===== config.mk =====
export PLATFORM = sky130hd
export DESIGN_NAME = windowed_watchdog_timer
export DESIGN_NICKNAME = d
export VERILOG_FILES = /design/src/rtl/wdt_pkg.sv /design/src/rtl/reg_bus_if.sv /design/src/rtl/axil_reg_slave.sv /design/src/rtl/windowed_watchdog_timer.sv
export SDC_FILE = /design/constraint.sdc
export NUM_CORES = 1
export LEC_CHECK = 0
export ABC_AREA = 1
export BUFFER_PORTS_ARGS = -buffer_cell sky130_fd_sc_hd__buf_4
export CORE_UTILIZATION = 50
export DETAILED_ROUTE_END_ITERATION = 16
export PLACE_DENSITY = 0.7
export SLEW_MARGIN = 10
export SYNTH_ARGS = -nofsm -noshare
export SYNTH_HDL_FRONTEND = slang
export SYNTH_SLANG_ARGS = --single-unit

===== constraint.sdc =====
create_clock -name clock -period 5.08 [get_ports clock]
set_input_delay 0.254 -clock clock [delete_from_list [all_inputs] [get_ports clock]]
set_output_delay 0.254 -clock clock [all_outputs]
set_load 0.005 [all_outputs]

===== src/rtl/wdt_pkg.sv =====
// Shared constants, types and helpers of the windowed watchdog
package wdt_pkg;

    // Timing of the core clock and of the low-power RC oscillator
    localparam int CLK_HZ          = 250_000_000; // Core clock rate
    localparam int RC_OSC_HZ       = 32_000;      // Nominal oscillator rate
    localparam int RC_DIV_CYCLES   = CLK_HZ / RC_OSC_HZ; // Core cycles a tick

    // Base time-out periods of the two prescaler settings
    localparam int BASE_SHORT_US   = 1000;        // 5-bit prescaler, 1 ms
    localparam int BASE_LONG_US    = 4000;        // 7-bit prescaler, 4 ms
    localparam int PRE_SHORT_TICKS = BASE_SHORT_US * RC_OSC_HZ / 1_000_000;
    localparam int PRE_LONG_TICKS  = BASE_LONG_US * RC_OSC_HZ / 1_000_000;

    // Elapsed counter covers 128 x 32768 oscillator ticks
    localparam int CNT_W  = 23;                   // Counter width
    localparam int ADDR_W = 8;                    // Register address width
    localparam int DATA_W = 32;                   // Register data width

    // Register byte offsets
    localparam logic [ADDR_W-1:0] ADDR_RESET_CTRL = 8'h00; // Status/enable
    localparam logic [ADDR_W-1:0] ADDR_CONFIG     = 8'h04; // Config word
    localparam logic [ADDR_W-1:0] ADDR_ELAPSED    = 8'h08; // Live count

    // Reset control register fields
    localparam int BIT_IDLE    = 2;               // Woke from Idle
    localparam int BIT_SLEEP   = 3;               // Woke from Sleep
    localparam int BIT_TIMEOUT = 4;               // Time-out happened
    localparam int BIT_SOFT_EN = 5;               // Software enable

    // Configuration word fields
    localparam int CFG_POST_LSB  = 0;             // Postscaler, 4 bits
    localparam int CFG_PRE_BIT   = 4;             // 1 = 7-bit prescaler
    localparam int CFG_WIN_OFF   = 6;             // 1 = window disabled
    localparam int CFG_EN_BIT    = 7;             // 1 = always enabled
    localparam logic [7:0] CFG_RESET = 8'h40;     // Window off, soft mode

    // Bus responses
    localparam logic [1:0] RESP_OKAY   = 2'h0;    // Access done
    localparam logic [1:0] RESP_SLVERR = 2'h2;    // Unmapped address

    // Power-save state, Gray coded
    typedef enum logic [1:0] {
        ST_RUN  = 2'h0,
        ST_SAVE = 2'h1
    } pwr_state_t;

    // Oscillator ticks in one full time-out period
    function automatic logic [CNT_W-1:0] periodTicks(
        input logic       preLong,
        input logic [3:0] post
    );
        logic [CNT_W-1:0] base;
        base = preLong ? CNT_W'(PRE_LONG_TICKS) : CNT_W'(PRE_SHORT_TICKS);
        return base << post;
    endfunction

    // True for an offset that holds a register
    function automatic logic isMapped(input logic [ADDR_W-1:0] addr);
        return (addr == ADDR_RESET_CTRL) || (addr == ADDR_CONFIG) ||
               (addr == ADDR_ELAPSED);
    endfunction

endpackage


===== src/rtl/reg_bus_if.sv =====
// Internal register strobe bus between bus slave and watchdog core
`timescale 1ns/10ps
interface reg_bus_if;
    import wdt_pkg::*;
    logic              wrEn;   // One-cycle write strobe
    logic [ADDR_W-1:0] wrAddr; // Write offset
    logic [DATA_W-1:0] wrData; // Write data
    logic [3:0]        wrStrb; // Byte enables
    logic [ADDR_W-1:0] rdAddr; // Read offset
    logic [DATA_W-1:0] rdData; // Read data, combinational

    // Bus side drives strobes and addresses
    modport bus  (output wrEn, wrAddr, wrData, wrStrb, rdAddr,
                  input  rdData);
    // Register side answers reads
    modport regs (input  wrEn, wrAddr, wrData, wrStrb, rdAddr,
                  output rdData);
endinterface


===== src/rtl/axil_reg_slave.sv =====
// AXI4-Lite slave turning bus transfers into register strobes
`timescale 1ns/10ps
module axil_reg_slave
    import wdt_pkg::*;
(
    // Clock and reset
    input  wire logic                clock,
    input  wire logic                resetn,
    // Write address and data
    input  wire logic [ADDR_W-1:0]   awaddr,
    input  wire logic                awvalid,
    output logic                     awready,
    input  wire logic [DATA_W-1:0]   wdata,
    input  wire logic [3:0]          wstrb,
    input  wire logic                wvalid,
    output logic                     wready,
    // Write response
    output logic [1:0]               bresp,
    output logic                     bvalid,
    input  wire logic                bready,
    // Read address and data
    input  wire logic [ADDR_W-1:0]   araddr,
    input  wire logic                arvalid,
    output logic                     arready,
    output logic [DATA_W-1:0]        rdata,
    output logic [1:0]               rresp,
    output logic                     rvalid,
    input  wire logic                rready,
    // Register side
    reg_bus_if.bus                   rb
);
    logic              awHeld_reg;   // Address captured
    logic              wHeld_reg;    // Data captured
    logic [ADDR_W-1:0] awAddr_reg;   // Captured address
    logic [DATA_W-1:0] wData_reg;    // Captured data
    logic [3:0]        wStrb_reg;    // Captured enables
    logic              doWrite;      // Both halves present

    // Either half may come first; nothing new while a response waits
    assign awready   = !awHeld_reg && !bvalid;
    assign wready    = !wHeld_reg && !bvalid;
    assign doWrite   = awHeld_reg && wHeld_reg && !bvalid;
    assign arready   = !rvalid;
    assign rb.wrEn   = doWrite;
    assign rb.wrAddr = awAddr_reg;
    assign rb.wrData = wData_reg;
    assign rb.wrStrb = wStrb_reg;
    assign rb.rdAddr = araddr;

    // Write path
    always_ff @(posedge clock or negedge resetn) begin
        if (!resetn) begin
            awHeld_reg <= 1'b0;
            wHeld_reg  <= 1'b0;
            awAddr_reg <= '0;
            wData_reg  <= '0;
            wStrb_reg  <= '0;
            bvalid     <= 1'b0;
            bresp      <= RESP_OKAY;
        end else begin
            if (awvalid && awready) begin
                awHeld_reg <= 1'b1;
                awAddr_reg <= awaddr;
            end
            if (wvalid && wready) begin
                wHeld_reg <= 1'b1;
                wData_reg <= wdata;
                wStrb_reg <= wstrb;
            end
            if (doWrite) begin
                awHeld_reg <= 1'b0;
                wHeld_reg  <= 1'b0;
                bvalid     <= 1'b1;
                bresp      <= isMapped(awAddr_reg) ? RESP_OKAY : RESP_SLVERR;
            end else if (bready) begin
                bvalid <= 1'b0;
            end
        end
    end

    // Read path, data sampled at the address handshake
    always_ff @(posedge clock or negedge resetn) begin
        if (!resetn) begin
            rvalid <= 1'b0;
            rdata  <= '0;
            rresp  <= RESP_OKAY;
        end else if (arvalid && arready) begin
            rvalid <= 1'b1;
            rdata  <= rb.rdData;
            rresp  <= isMapped(araddr) ? RESP_OKAY : RESP_SLVERR;
        end else if (rready) begin
            rvalid <= 1'b0;
        end
    end
endmodule


===== src/rtl/windowed_watchdog_timer.sv =====
// Windowed watchdog core with AXI4-Lite register access
//
// The register offsets and the AXI4-Lite interface to the registers were decided locally.
`timescale 1ns/10ps
module windowed_watchdog_timer
    import wdt_pkg::*;
#(
    parameter int RC_DIV = RC_DIV_CYCLES      // Core cycles per RC tick
)(
    // Clock and reset
    input  wire logic                clock,
    input  wire logic                resetn,
    // AXI4-Lite write channels
    input  wire logic [ADDR_W-1:0]   awaddr,
    input  wire logic                awvalid,
    output logic                     awready,
    input  wire logic [DATA_W-1:0]   wdata,
    input  wire logic [3:0]          wstrb,
    input  wire logic                wvalid,
    output logic                     wready,
    output logic [1:0]               bresp,
    output logic                     bvalid,
    input  wire logic                bready,
    // AXI4-Lite read channels
    input  wire logic [ADDR_W-1:0]   araddr,
    input  wire logic                arvalid,
    output logic                     arready,
    output logic [DATA_W-1:0]        rdata,
    output logic [1:0]               rresp,
    output logic                     rvalid,
    input  wire logic                rready,
    // Processor events, one-cycle pulses, and the powerSaveIdle level
    input  wire logic                wdClearInstr,
    input  wire logic                powerSaveInstr,
    input  wire logic                powerSaveIdle,
    input  wire logic                wakeRequest,
    input  wire logic                clockSwitchDone,
    // Outputs to clock and reset logic
    output logic                     lpRcEnable,
    output logic                     wdResetReq,
    output logic                     wakeUp,
    output logic                     powerSaved
);
    import wdt_pkg::*;

    localparam int DIV_W = $clog2(RC_DIV);    // Divider width

    // Divider needs at least two cycles to give a one-cycle tick
    if (RC_DIV < 2) begin : g_div_check
        $error("RC_DIV must be at least 2");
    end

    reg_bus_if rb ();                          // Internal register bus

    // Register state
    logic [7:0]       config_reg;              // Configuration word
    logic             softEn_reg;              // Software enable
    logic             timeoutFlag_reg;         // Sticky time-out
    logic             sleepFlag_reg;           // Sticky Sleep flag
    logic             idleFlag_reg;            // Sticky Idle flag
    pwr_state_t       state_reg;               // Run or power save
    pwr_state_t       state_next;
    logic [DIV_W-1:0] divCnt_reg;              // Oscillator model
    logic [CNT_W-1:0] elapsed_reg;             // Ticks since last clear
    logic [CNT_W-1:0] elapsed_next;
    logic             lpRcEn_reg;              // Oscillator enable
    logic             wdReset_reg;             // Reset request pulse
    logic             wake_reg;                // Wake pulse

    // Decoded configuration
    logic             cfgEnable;               // Always-on mode
    logic             windowDisable;           // No clear window
    logic             preLong;                 // 7-bit prescaler
    logic [3:0]       postSel;                 // Postscaler setting
    logic             wdEnabled;               // Watchdog running

    // Timing terms
    logic             rcTick;                  // One oscillator period
    logic [CNT_W-1:0] termTicks;               // Full period in ticks
    logic [CNT_W-1:0] windowStart;             // Start of last quarter
    logic             windowOpen;              // Clear is allowed
    logic             timeoutHit;              // Period ends this tick

    // Events
    logic             inRun;                   // Normal execution
    logic             enterSave;               // Power save begins
    logic             exitSave;                // Power save ends
    logic             clearEarly;              // Clear before window
    logic             runTimeout;              // Time-out while running
    logic             saveTimeout;             // Time-out while saved
    logic             wdResetEvt;              // Reset requested now
    logic             counterClear;            // Restart counting

    // Register writes
    logic             wrResetCtrl;             // Write to status/enable
    logic             wrConfig;                // Write to config word
    logic             wrSoftBit;               // Written enable value
    logic             swClearTimeout;          // Software clears flag
    logic             swClearSleep;
    logic             swClearIdle;

    // Bus slave
    axil_reg_slave u_slave (
        .clock   (clock),
        .resetn  (resetn),
        .awaddr  (awaddr),
        .awvalid (awvalid),
        .awready (awready),
        .wdata   (wdata),
        .wstrb   (wstrb),
        .wvalid  (wvalid),
        .wready  (wready),
        .bresp   (bresp),
        .bvalid  (bvalid),
        .bready  (bready),
        .araddr  (araddr),
        .arvalid (arvalid),
        .arready (arready),
        .rdata   (rdata),
        .rresp   (rresp),
        .rvalid  (rvalid),
        .rready  (rready),
        .rb      (rb.bus)
    );

    // Configuration fields
    assign cfgEnable     = config_reg[CFG_EN_BIT];
    assign windowDisable = config_reg[CFG_WIN_OFF];
    assign preLong       = config_reg[CFG_PRE_BIT];
    assign postSel       = config_reg[CFG_POST_LSB +: 4];
    assign wdEnabled     = cfgEnable || softEn_reg;

    // Ticks only while the oscillator runs
    assign rcTick      = lpRcEn_reg &&
                         (divCnt_reg == DIV_W'(RC_DIV - 1));
    assign termTicks   = periodTicks(preLong, postSel);
    assign windowStart = termTicks - (termTicks >> 2);
    assign windowOpen  = elapsed_reg >= windowStart;
    assign timeoutHit  = wdEnabled && rcTick &&
                         (elapsed_reg == termTicks - 1'b1);

    // Event decoding; a clear in the same cycle rescues a time-out
    assign inRun       = (state_reg == ST_RUN);
    assign enterSave   = inRun && powerSaveInstr;
    assign exitSave    = !inRun && (wakeRequest || timeoutHit);
    assign clearEarly  = inRun && wdClearInstr && wdEnabled &&
                         !windowDisable && !windowOpen;
    assign runTimeout  = inRun && timeoutHit && !wdClearInstr &&
                         !powerSaveInstr && !clockSwitchDone;
    assign saveTimeout = !inRun && timeoutHit && !clockSwitchDone;
    assign wdResetEvt  = runTimeout || clearEarly;
    assign counterClear = clockSwitchDone || enterSave || exitSave ||
                          (inRun && wdClearInstr) || wdResetEvt ||
                          !wdEnabled;

    // Register write decode, fields sit in the low byte
    assign wrResetCtrl = rb.wrEn && rb.wrStrb[0] &&
                         (rb.wrAddr == ADDR_RESET_CTRL);
    assign wrConfig    = rb.wrEn && rb.wrStrb[0] &&
                         (rb.wrAddr == ADDR_CONFIG);
    assign wrSoftBit   = rb.wrData[BIT_SOFT_EN];
    assign swClearTimeout = wrResetCtrl && !rb.wrData[BIT_TIMEOUT];
    assign swClearSleep   = wrResetCtrl && !rb.wrData[BIT_SLEEP];
    assign swClearIdle    = wrResetCtrl && !rb.wrData[BIT_IDLE];

    // Read mux; unmapped offsets read zero
    assign rb.rdData =
        (rb.rdAddr == ADDR_RESET_CTRL) ?
            {26'h0, softEn_reg, timeoutFlag_reg, sleepFlag_reg,
             idleFlag_reg, 2'h0} :
        (rb.rdAddr == ADDR_CONFIG)  ? {24'h0, config_reg} :
        (rb.rdAddr == ADDR_ELAPSED) ? {{(DATA_W-CNT_W){1'b0}}, elapsed_reg} :
        32'h0;

    // Counter restarts on any clearing event, else counts ticks
    assign elapsed_next = counterClear ? '0 :
                          rcTick ? CNT_W'(elapsed_reg + 1'b1) :
                          elapsed_reg;

    // Power state: save on the instruction, leave on wake or time-out
    always_comb begin
        case (state_reg)
            ST_RUN:  state_next = enterSave ? ST_SAVE : ST_RUN;
            ST_SAVE: state_next = exitSave ? ST_RUN : ST_SAVE;
            default: state_next = ST_RUN;
        endcase
    end

    // Outputs
    assign lpRcEnable = lpRcEn_reg;
    assign wdResetReq = wdReset_reg;
    assign wakeUp     = wake_reg;
    assign powerSaved = (state_reg == ST_SAVE);

    // Oscillator divider; held at zero while stopped
    always_ff @(posedge clock or negedge resetn) begin
        if (!resetn) begin
            divCnt_reg <= '0;
        end else if (!lpRcEn_reg || rcTick) begin
            divCnt_reg <= '0;
        end else begin
            divCnt_reg <= DIV_W'(divCnt_reg + 1'b1);
        end
    end

    // Counter, state and event pulses
    always_ff @(posedge clock or negedge resetn) begin
        if (!resetn) begin
            elapsed_reg <= '0;
            state_reg   <= ST_RUN;
            lpRcEn_reg  <= 1'b0;
            wdReset_reg <= 1'b0;
            wake_reg    <= 1'b0;
        end else begin
            elapsed_reg <= elapsed_next;
            state_reg   <= state_next;
            lpRcEn_reg  <= wdEnabled;
            wdReset_reg <= wdResetEvt;
            wake_reg    <= saveTimeout;
        end
    end

    // Configuration word, written by software
    always_ff @(posedge clock or negedge resetn) begin
        if (!resetn) begin
            config_reg <= CFG_RESET;
        end else if (wrConfig) begin
            config_reg <= rb.wrData[7:0];
        end
    end

    // Software enable; our own reset request clears it as well
    always_ff @(posedge clock or negedge resetn) begin
        if (!resetn) begin
            softEn_reg <= 1'b0;
        end else if (wdResetEvt) begin
            softEn_reg <= 1'b0;
        end else if (wrResetCtrl) begin
            softEn_reg <= wrSoftBit;
        end
    end

    // Sticky flags: hardware set wins over a software clear.
    // They survive the reset request so software can see the cause.
    always_ff @(posedge clock or negedge resetn) begin
        if (!resetn) begin
            timeoutFlag_reg <= 1'b0;
            sleepFlag_reg   <= 1'b0;
            idleFlag_reg    <= 1'b0;
        end else begin
            timeoutFlag_reg <= (runTimeout || saveTimeout || clearEarly) ||
                               (timeoutFlag_reg && !swClearTimeout);
            sleepFlag_reg   <= (enterSave && !powerSaveIdle) ||
                               (sleepFlag_reg && !swClearSleep);
            idleFlag_reg    <= (enterSave && powerSaveIdle) ||
                               (idleFlag_reg && !swClearIdle);
        end
    end
endmodule


* Yosys cells after proc, flatten, opt, wreduce, memory -nomap -nowiden
Cells that the tools add are included.
** Operators by class
- Add/sub/neg operators :: 4
- $lt $le $gt $ge :: 1
- Equality and inequality tests :: 7
- Shift-type cells :: 1
- Mux-type cells :: 22
- Reduce and logical (&&, ||, !) cells :: 79
** Operators by type and width (number)
- two-way mux 23 bit :: 5
- logical AND 1 bit :: 33
- adder 23 x 1 -> 23 bit, second input constant :: 1
- == test 23 bit :: 1
- greater-or-equal comparator 23 bit :: 1
- << shifter 8 x 4 -> 23 bit :: 1
- subtractor 23 x 1 -> 23 bit, second input constant :: 1
- subtractor 23 x 21 -> 23 bit :: 1
- zero test 1 bit :: 19
- logical OR 1 bit :: 18
- == test 8 x 3 -> 1 bit, second input constant :: 2
- == test 8 x 4 -> 1 bit, second input constant :: 2
- zero test 8 bit :: 2
- adder 13 x 1 -> 13 bit, second input constant :: 1
- == test 13 bit, second input constant :: 1
- two-way mux 13 bit :: 1
- two-way mux 1 bit :: 12
- nonzero test 2 bit :: 6
- two-way mux 8 bit :: 1
- two-way mux 2 bit :: 2
- zero test 2 bit :: 1
- case mux 1 bit (2 select lines) :: 1
- == test 1 bit, second input constant :: 1
** Storage, ports and cells
- Bits in registers :: 109
- Bits of input ports :: 64
- Output and inout bits :: 45

* Longest topological paths before layout
Gate-level depths: netlist (run 1).
- Word-level depth :: 13
- Mapped depth :: 31
- Depth with buffers taken out :: 28

* Modules after synthesis
A second synthesis (run 1) with hierarchy kept.
** Unflattened totals
- Cells, all modules :: 1148
- Area total of the unflattened synthesis :: 8748.4 µm²
** Modules (own cells, without submodules)
- windowed_watchdog_timer :: times used 1, cells an instance 774, area an instance 5398.9 µm², seq. area each 1302.5 µm²
- axil_reg_slave :: times used 1, cells an instance 374, area an instance 3349.5 µm², seq. area each 2052.0 µm²

* Worst setup path after synthesis (run 1)
No wires, ideal clock.
- Path type :: register to register
- Start :: register config_reg[1]
- End :: register elapsed_reg[9]
- Library setup time :: 128 ps
- Arrival time :: 4194 ps
- Path slack :: 758 ps
- Stages on the path, launching flop included :: 31
- Path buffers :: 3
- Clock period less this slack :: 4322 ps
- Cells stage by stage :: dfrtp_1 -> buf_6 -> inv_4 -> buf_6 -> nand3_4 -> nand2_4 -> nand3_4 -> ha_1 -> inv_1 -> o21bai_1 -> a21oi_1 -> nand2_1 -> nand2_1 -> nand2_1 -> a21oi_1 -> o21ai_0 -> a21boi_0 -> o21ai_0 -> nand2_1 -> nand2_1 -> xor2_1 -> ha_1 -> nand4_1 -> inv_1 -> a2111oi_0 -> nand4_1 -> nand2_2 -> nor2_4 -> inv_6 -> buf_12 -> nor2_4
** On the way
- Longest elaborated chain between the ends :: 12
- Elaborated cells on any way between the ends :: 21
** RTL lines
- from (decl) :: line windowed_watchdog_timer.sv:56 : logic [7:0] config_reg;
- from (signal assigned) :: line windowed_watchdog_timer.sv:228 : config_reg <= rb.wrData[7:0];
- << shifter 8 x 4 -> 23 bit (*) :: line wdt_pkg.sv:55 : return base << post;
- parallel branches: the longest is 7 deep, another holds subtractor 23 x 21 -> 23 bit
- logical OR 1 bit (*) :: line windowed_watchdog_timer.sv:151 : assign wdResetEvt = runTimeout || clearEarly;
- net wdResetEvt :: line windowed_watchdog_timer.sv:91 : logic wdResetEvt;
- logical OR 1 bit (*) (2 in a row) :: line windowed_watchdog_timer.sv:153 : (inRun && wdClearInstr) || wdResetEvt ||
- two-way mux 23 bit or nonzero test 2 bit (tied branches)
- to (signal assigned) :: line windowed_watchdog_timer.sv:215 : elapsed_reg <= elapsed_next;
- to (decl) :: line windowed_watchdog_timer.sv:64 : logic [CNT_W-1:0] elapsed_reg;
Mark *: on every way through the listed nets, which the timed path passes.
A chain may end at the register's enable or synchronous reset.

* Worst setup path in the final report (run 1)
- Start :: register config_reg[1]
- End :: register elapsed_reg[18]
The elaborated chain is that of the path after synthesis.

==> results of run 1 <==
-- power groups by stage --
stage          clock (mW)  sequential [mW]  combinational [mW]
2_1_floorplan           0            0.958                2.37
4_1_cts             0.714            0.977                3.33
6_report            0.697            0.979                3.39
5_1_grt             0.750            0.993                3.78
3_3_place_gp            0            0.989                3.27
3_5_place_dp            0            0.992                3.31
-- what timing repair did --
action	4_1_cts	5_1_grt
hold buffers	1	0
gates resized for setup	0	8
endpoints found under the setup margin	0	26
hold endpoints to repair	41	0
-- how the worst min path moves through the flow --
stage,start,to,slack (ns),depth (start not counted)
floorplan,resetn,config_reg[0],-0.04,0
CTS,bready,u_slave.bvalid,0.05,2
global route,bready,u_slave.bvalid,0.07,2
finish,bready,u_slave.bvalid,0.06,2
detailed placement,resetn,divCnt_reg[6],0.29,1
global placement,resetn,divCnt_reg[6],0.29,1
-- layout make-up --
type                            count  area, um^2
Clock buffer                       11       252.7
Clock inverter                      5       56.30
Fill cell                        1300        5600
Inverter                          120       465.4
Multi-Input combinational cell    698        4257
Sequential cell                    98        2456
Tap cell                          180       225.2
Timing Repair Buffer              104       783.3
-- logic make-up after synthesis --
group | count (synthesis) | synth area share
AND/OR/NAND/NOR | 456 | 0.3200
buffers and inverters | 151 | 0.09418
AO/OA/AOI/OAI | 125 | 0.09946
flip-flops | 98 | 0.3334
XOR/XNOR | 47 | 0.05593
adder cells (fa/ha/maj) | 41 | 0.06970
multiplexers | 18 | 0.02686
other | 1 | 0.0005095
-- per-stage QoR --
step	power, mW	util
floorplan	3.331	-
global placement	4.255	0.5793
detailed placement	4.298	0.5793
CTS	5.026	0.6019
global route	5.522	0.6027
finish	5.062	0.6027
-- layer usage --
metal	track usage	share of wire
met5	0	0
met4	0.09262	0.025
met3	0.05720	0.063
met2	0.4392	0.45
met1	0.3651	0.46
-- placed cells by master, fill, tap and decap left out, drive strengths merged, types with 11 or more instances in the layout --
| cell type | instances |
|---|---|
| nor3 | 27 |
| mux2 | 14 |
| inv | 122 |
| nand3 | 74 |
| xor2 | 39 |
| nor2 | 92 |
| nor4 | 13 |
| clkbuf | 11 |
| buf | 103 |
| o21ai | 44 |
| nand2 | 209 |
| nand4 | 31 |
| ha | 41 |
| dfrtp | 97 |
| conb | 11 |
| a21oi | 46 |
-- worst max-delay path, delay by kind of cell (launching register included) --
family	cells	cell delay (ns)
AND/OR/NAND/NOR	17	1.67
buffers and inverters	5	0.76
adder cells (fa/ha/maj)	2	0.70
XOR/XNOR	1	0.22
AO/OA/AOI/OAI	3	0.72
flip-flops	1	0.46
==> flow_summary.json, run 1 <==
{
  "net-switching-power_mw": 2.395,
  "post_synth_inst_count": 937,
  "synth-async-reset-ratio": 1.000,
  "floorplan.die.width_um": 123.3,
  "irDropWorstVdd_uv": 267.3,
  "grt_pass1_vias": 6426,
  "port_buffers": 70,
  "drcViolationCount": 0,
  "routedWlPerCell_um": 15.73,
  "fmax_mhz": 214.0,
  "clk_transition_reported_paths_ns": 0.07,
  "yosys_most_used_dff": "dfrtp_1",
  "critical_path.startpoint": "config_reg[1]",
  "cp.required_ns": 5.32,
  "worst_setup_slack_after_layout_ns": 0.4062,
  "flow.area_growth_from_synthesis_pct": 15.44,
  "finalWorstPathRequiredPeriod_ns": 4.674,
  "switching_share": 0.4731,
  "cts_buffers": 9,
  "design.die.area_mm2": 0.01521,
  "pwr-share-comb": 0.669,
  "worstRegToRegCells": 28,
  "cts_root_buf": "clkbuf_16",
  "floorplan.initialDensity": 0.5221,
  "cts.repair_timing.setup_buffer_count": 0,
  "fp.coreArea_mm2": 0.01410,
  "final_nets": 1136,
  "synth_cell_type_count": 58,
  "synthTopCellsByCount": "nand2_1 (190), inv_1 (109), dfrtp_1 (97)",
  "setup_repair_after_global_routing_missed_its_margin": "no",
  "crit_end": "elapsed_reg[18]",
  "residual_overflow_from_global_routing": 0,
  "finish.cell_count_without_fillers": 1216,
  "grt_antenna_before_repair": 0,
  "tritoncts": "built",
  "placer_congestion_estimate": 0.9454,
  "drt_pre_antenna_iters": 5,
  "yosysMostFrequentCell": "nand2_1",
  "path_max_fanout": 11,
  "seq_power_share": 0.193,
  "timing.critical_path.slowest_stage_cell": "dfrtp_1",
  "row_count": 43,
  "place_inst": 1199,
  "regToRegSetupSlack_ns": 0.41,
  "avgViaCountPerCell": 5.526,
  "grt_start_max_net_pins": 58,
  "finalCritPeriodShare": 0.9200,
  "number_of_antenna_violating_nets_in_the_routed_design": 0,
  "drive_above_1_share": 0.2027,
  "timing.clock.skew_ns": 0.008652,
  "critical_path.max_stage_delay_ns": 0.46,
  "top_level_ports": 109,
  "timing.critical_path.mode_cell": "nand2_1",
  "synthTopCellsByArea": "dfrtp_1 (33%), nand2_1 (9.7%), ha_1 (7.0%), inv_1 (5.6%), xor2_1 (4.6%)",
  "antenna_cells": 0,
  "report.final.hold_viol_count": 0,
  "cts.sink_count": 98,
  "clkPwrFrac": 0.138,
  "power-per-cell-area_mw_per_mm2": 595.9,
  "placement.cell_area_mm2": 0.008165,
  "postLayoutCellArea_mm2": 0.008496,
  "cts_max_path_buffers": 2,
  "number_of_enable_type_register_cells_in_the_synthesized_netlist": 0,
  "finalMaxSlewViolations": 0,
  "globalRouteTotalUtil": 0.2733,
  "worst-slew-pin-transition_ns": 1.048,
  "crit-reg2reg-launch": "config_reg[1]",
  "via_count": 6720,
  "critPathArrivalTime_ns": 4.92,
  "status": "finished, final reports clean",
  "synth_top_area_frac": 0.3298,
  "setup_viol": 0,
  "max_cap_violations": 0,
  "worstHoldPathType": "in -> reg",
  "finalHoldWorstSlack_ns": 0.06233,
  "drt_wl_total_mm": 19.13,
  "yosysWarnings": 0,
  "setup.worst_path.start_class": "flip-flop",
  "fin_setup_tns_ns": 0,
  "p_int_mw": 2.667,
  "number_of_drc_violations_after_detailed_routing_iteration_0": 426,
  "grt_first_pass_wirelength_mm": 31.71,
  "synthesis_stage_register_bit_count": 98,
  "die_height_um": 123.3,
  "synthesis.area_mm2": 0.007360,
  "clock_tree.htree_level_count": 3,
  "critical_path.reg2reg.endpoint": "elapsed_reg[18]",
  "timing.setup.critical_path_class": "reg -> reg",
  "p_leak_nw": 4.210,
  "worst_slack_at_placement_ns": 0.1608,
  "cp-end-kind": "flip-flop",
  "clock_latency_late_sink_ns": 0.36,
  "synth.yosys.seq_area_share": 0.3334,
  "dpl.hpwl_mm": 15.02,
  "syn_avg_cell_area_um2": 7.854,
  "slew_headroom": 0.2999,
  "synth_top_area_cell": "dfrtp_1"
}
(Power assumes the default switching activity.)
==> inputs of run 2 (changes only) <==
- CORE_MARGIN: unset -> 3
==> flow_summary.json, run 2 (synthesized netlist as in run 1, its figures left out) <==
{
  "critPathArrivalTime_ns": 4.98,
  "final_cell_mix": "nand2_1 (190), inv_1 (109), buf_4 (108)",
  "power-per-cell-area_mw_per_mm2": 586.2,
  "status": "finished, final reports clean",
  "via_count": 6786,
  "die_height_um": 127.3,
  "fin_setup_tns_ns": 0,
  "worst-slew-pin-transition_ns": 0.8746,
  "dpl.hpwl_mm": 15.61,
  "finalCritPeriodShare": 0.9288,
  "cts_root_buf": "clkbuf_16",
  "clock_tree.htree_level_count": 3,
  "report.final.hold_viol_count": 0,
  "crit_family": "simple AND/OR/NAND/NOR gates",
  "power.total_mw": 5.005,
  "antenna_cells": 0,
  "finalWorstPathRequiredPeriod_ns": 4.719,
  "drcViolationCount": 0,
  "setup.worst_path.start_class": "flip-flop",
  "avgViaCountPerCell": 5.558,
  "number_of_drc_violations_after_detailed_routing_iteration_0": 625,
  "grt_pass1_vias": 6367,
  "timing.setup.critical_path_class": "reg -> reg",
  "flow.area_growth_from_synthesis_pct": 16.01,
  "cp.required_ns": 5.34,
  "switching_share": 0.4754,
  "final_nets": 1141,
  "slew_headroom": 0.4116,
  "nFillCells": 1317,
  "setup_viol": 0,
  "path_max_fanout": 10,
  "seq_power_share": 0.196,
  "top_level_ports": 109,
  "p_leak_nw": 4.222,
  "clock_latency_late_sink_ns": 0.36,
  "design.die.area_mm2": 0.01621,
  "fmax_mhz": 211.9,
  "floorplan.die.width_um": 127.3,
  "tritoncts": "built",
  "timing.clock.skew_ns": 0.01119,
  "clkPwrFrac": 0.145,
  "irDropWorstVdd_uv": 320.6,
  "critical_path.max_stage_delay_ns": 0.52,
  "cts_max_path_buffers": 2,
  "row_count": 43,
  "grt_first_pass_wirelength_mm": 32.64,
  "worstHoldPathType": "in -> reg",
  "cts.sink_count": 98,
  "cp_num_buf_inv": 7,
  "grt_start_max_net_pins": 59,
  "layout.cells.most_common": "nand2_1",
  "residual_overflow_from_global_routing": 0,
  "timing.critical_path.mode_cell": "nand2_1",
  "net-switching-power_mw": 2.379,
  "finalHoldWorstSlack_ns": 0.05699,
  "finish.utilization": 0.6034,
  "fp.coreArea_mm2": 0.01415,
  "globalRouteTotalUtil": 0.2538,
  "drive_above_1_share": 0.2065,
  "routedWlPerCell_um": 16.48,
  "timing.critical_path.slowest_stage_cell": "dfrtp_1",
  "cp-end-kind": "flip-flop",
  "floorplan.initialDensity": 0.5201,
  "drt_wl_total_mm": 20.13,
  "finalMaxSlewViolations": 0,
  "cts_buffers": 9,
  "max_cap_violations": 0,
  "placer_congestion_estimate": 0.9379,
  "port_buffers": 70,
  "pwr-share-comb": 0.659,
  "drt_pre_antenna_iters": 5,
  "grt_antenna_before_repair": 0,
  "p_int_mw": 2.625,
  "clk_transition_reported_paths_ns": 0.07,
  "number_of_antenna_violating_nets_in_the_routed_design": 0,
  "setup_repair_after_global_routing_missed_its_margin": "no"
}
run 2: changes by cell type in the layout (fill, tap and decap cells not counted), sizes merged:
cell / change
bufinv: +1
clkbuf: -2
clkinv: -1
buf: +5
clkinvlp: +3
inv: -1
run 2: cell type report:
class / instances / area, um^2 / area share
clock buffer: 9 / 225.2 / 0.02638
clock inverter: 7 / 88.84 / 0.01040
inverter: 120 / 465.4 / 0.05451
multi-input combinational: 698 / 4257 / 0.4985
sequential: 98 / 2456 / 0.2877
tap: 180 / 225.2 / 0.02638
timing repair buffer: 109 / 820.8 / 0.09613
run 2: what timing repair did:
| item | CTS | global route |
|---|---|---|
| endpoints found under the setup margin | 0 | 24 |
| hold endpoints to repair | 12 | 0 |
| hold buffers | 1 | 0 |
| setup buffers | 0 | 0 |
| resized for setup | 0 | 7 |
run 2: power groups by stage:
stage                     registers, mW  logic [mW]  clock network, mW
after floorplan                   0.958        2.37                  0
after global placement            0.990        3.19                  0
after detailed placement          0.994        3.24                  0
after CTS                         0.979        3.27              0.740
after global routing              0.993        3.71              0.767
final                             0.980        3.30              0.725
run 2: metrics by stage:
| step | area, um^2 | cells | worst slack, ns |
|---|---|---|---|
| finish | 8538 | 1221 | 0.3615 |
| floorplan | 7397 | 947 | 0.7584 |
| global placement | 8203 | 1204 | 0.2120 |
| global route | 8538 | 1221 | 0.01014 |
| CTS | 8527 | 1221 | 0.1147 |
| detailed placement | 8203 | 1204 | 0.1665 |
run 2: final timing paths:
path	from	endpoint	slack (ns)	cells after the start
min	bready	u_slave.bvalid	0.06	2
max	config_reg[1]	elapsed_reg[11]	0.36	28
max in group asynchronous	resetn	config_reg[6]	3.54	3
min reg2reg	divCnt_reg[0]	divCnt_reg[0]	0.47	1
min in group asynchronous	resetn	u_slave.rdata[17]	0.49	2
max reg2reg	config_reg[1]	elapsed_reg[11]	0.36	28
run 2: worst register-to-register path, delay by kind of cell (launching register included):
kind / cells / cell delay, ns
AND/OR/NAND/NOR: 15 / 1.44
adder cells (fa/ha/maj): 2 / 0.67
XOR/XNOR: 1 / 0.20
flip-flops: 1 / 0.52
AO/OA/AOI/OAI: 3 / 0.82
buffers and inverters: 7 / 0.97
run 2: layer usage:
layer | wire, um | up-vias | GRT usage
met2 | 9447 | 266 | 0.3976
met3 | 1313 | 26 | 0.05518
li1 | - | 3310 | -
met1 | 8958 | 3184 | 0.3585
met4 | 407 | 0 | 0.06435
met5 | 0 | - | 0
==> inputs of run 3 (changes only) <==
- MAX_ROUTING_LAYER: unset -> met4
==> flow_summary.json, run 3 (synthesized netlist as in run 1, its figures left out) <==
{
  "avgViaCountPerCell": 5.590,
  "setup_viol": 0,
  "p_leak_nw": 4.220,
  "layout.cells.most_common": "nand2_1",
  "finalMaxSlewViolations": 0,
  "setup.worst_path.start_class": "flip-flop",
  "grt_pass1_vias": 6435,
  "timing.setup.critical_path_class": "reg -> reg",
  "power-per-cell-area_mw_per_mm2": 585.8,
  "timing.critical_path.mode_cell": "nand2_1",
  "cp.required_ns": 5.32,
  "worst-slew-pin-transition_ns": 0.8482,
  "fmax_mhz": 213.2,
  "number_of_antenna_violating_nets_in_the_routed_design": 0,
  "floorplan.die.width_um": 127.3,
  "routedWlPerCell_um": 16.47,
  "pwr-share-comb": 0.659,
  "floorplan.initialDensity": 0.5201,
  "tritoncts": "built",
  "cts.sink_count": 98,
  "placer_congestion_estimate": 0.9521,
  "cts_root_buf": "clkbuf_16",
  "cts_max_path_buffers": 2,
  "finalWorstPathRequiredPeriod_ns": 4.690,
  "clock_tree.htree_level_count": 3,
  "seq_power_share": 0.197,
  "p_int_mw": 2.636,
  "drive_above_1_share": 0.2058,
  "groute.layer.met2.usage": 0.4026,
  "dpl.hpwl_mm": 15.68,
  "cts_buffers": 9,
  "timing.critical_path.slowest_stage_cell": "dfrtp_2",
  "grtUsageMet3": 0.04306,
  "drt_wl_total_mm": 20.09,
  "port_buffers": 70,
  "slew_headroom": 0.4293,
  "timing.clock.skew_ns": 0.009362,
  "critical_path.max_stage_delay_ns": 0.51,
  "cp-end-kind": "flip-flop",
  "path_max_fanout": 17,
  "clkPwrFrac": 0.145,
  "nFillCells": 1364,
  "grt_start_max_net_pins": 52,
  "final_cell_mix": "nand2_1 (190), inv_1 (109), buf_4 (107)",
  "worstHoldPathType": "in -> reg",
  "final_nets": 1140,
  "drt_pre_antenna_iters": 7,
  "regToRegSetupSlack_ns": 0.39,
  "cts.repair_timing.setup_buffer_count": 0,
  "die_height_um": 127.3,
  "globalRouteTotalUtil": 0.2609,
  "antenna_cells": 0,
  "critPathArrivalTime_ns": 4.93,
  "finalHoldWorstSlack_ns": 0.05387,
  "top_level_ports": 109,
  "fin_setup_tns_ns": 0,
  "grt_first_pass_wirelength_mm": 32.81,
  "via_count": 6820,
  "clk_transition_reported_paths_ns": 0.07,
  "status": "finished, final reports clean",
  "design.die.area_mm2": 0.01621,
  "placement.cell_area_mm2": 0.008195,
  "grt_antenna_before_repair": 0,
  "switching_share": 0.4719,
  "irDropWorstVdd_uv": 252.3,
  "row_count": 43,
  "fp.coreArea_mm2": 0.01415,
  "globalRouteMet1Util": 0.3549,
  "flow.area_growth_from_synthesis_pct": 15.78,
  "report.final.hold_viol_count": 0,
  "number_of_drc_violations_after_detailed_routing_iteration_0": 553,
  "net-switching-power_mw": 2.356,
  "clock_latency_late_sink_ns": 0.36,
  "postLayoutCellArea_mm2": 0.008521,
  "residual_overflow_from_global_routing": 0,
  "drcViolationCount": 0,
  "max_cap_violations": 0,
  "finalCritPeriodShare": 0.9233,
  "busiest_layer": "met2"
}
==> run 3: worst paths after layout <==
path / cells past startpoint / end / start
hold / removal: 2 / u_slave.bvalid / bready
hold reg to reg: 1 / divCnt_reg[0] / divCnt_reg[0]
setup / recovery: 30 / elapsed_reg[4] / config_reg[4]
min in group asynchronous: 2 / divCnt_reg[6] / resetn
max in group asynchronous: 3 / elapsed_reg[9] / resetn
setup reg to reg: 30 / elapsed_reg[4] / config_reg[4]
==> run 3: per-layer routing <==
metal / share of wire / wire length (um) / up-vias
li1: - / - / 3306
met1: 0.45 / 8983 / 3235
met2: 0.47 / 9410 / 238
met3: 0.060 / 1199 / 41
met4: 0.025 / 497 / 0
met5: 0 / 0 / -
==> run 3: through the flow <==
step	total power [mW]	util	worst slack [ns]	instances
6_report	4.992	0.6022	0.3898	1220
2_1_floorplan	3.331	-	0.7584	947
5_1_grt	5.479	0.6022	-0.008612	1220
3_3_place_gp	4.190	0.5792	0.2518	1203
4_1_cts	4.979	0.6018	0.09344	1220
3_5_place_dp	4.231	0.5792	0.1246	1203
==> run 3: area by class of cell <==
cell class                 count  area, um^2  area share
clock buffer                  10       239.0     0.02805
clock inverter                 6       71.32    0.008370
inverter                     120       462.9     0.05433
multi-input combinational    698        4252      0.4990
sequential                    98        2457      0.2884
tap                          180       225.2     0.02643
timing repair buffer         108       813.3     0.09545
==> run 3: power groups by stage <==
stage / logic, mW / clock network (mW) / registers [mW]
after floorplan: 2.37 / 0 / 0.958
after global placement: 3.20 / 0 / 0.991
after detailed placement: 3.23 / 0 / 0.996
after CTS: 3.27 / 0.734 / 0.981
after global routing: 3.72 / 0.763 / 0.995
final: 3.29 / 0.722 / 0.982
==> run 3: what timing repair did <==
| item | 4_1_cts | 5_1_grt |
|---|---|---|
| hold buffers | 1 | 0 |
| endpoints found under the hold margin | 50 | 0 |
| setup endpoints to repair | 0 | 24 |
| gates resized for setup | 0 | 7 |
==> run 3: worst max-delay path: cells and delay by family, from the launching register on <==
kind	cells	cell delay, ns
flops	1	0.51
fa+ha+maj	2	0.60
simple gates	14	1.12
compound gates	6	1.27
buf+inv	7	0.91
xor+xnor	1	0.15
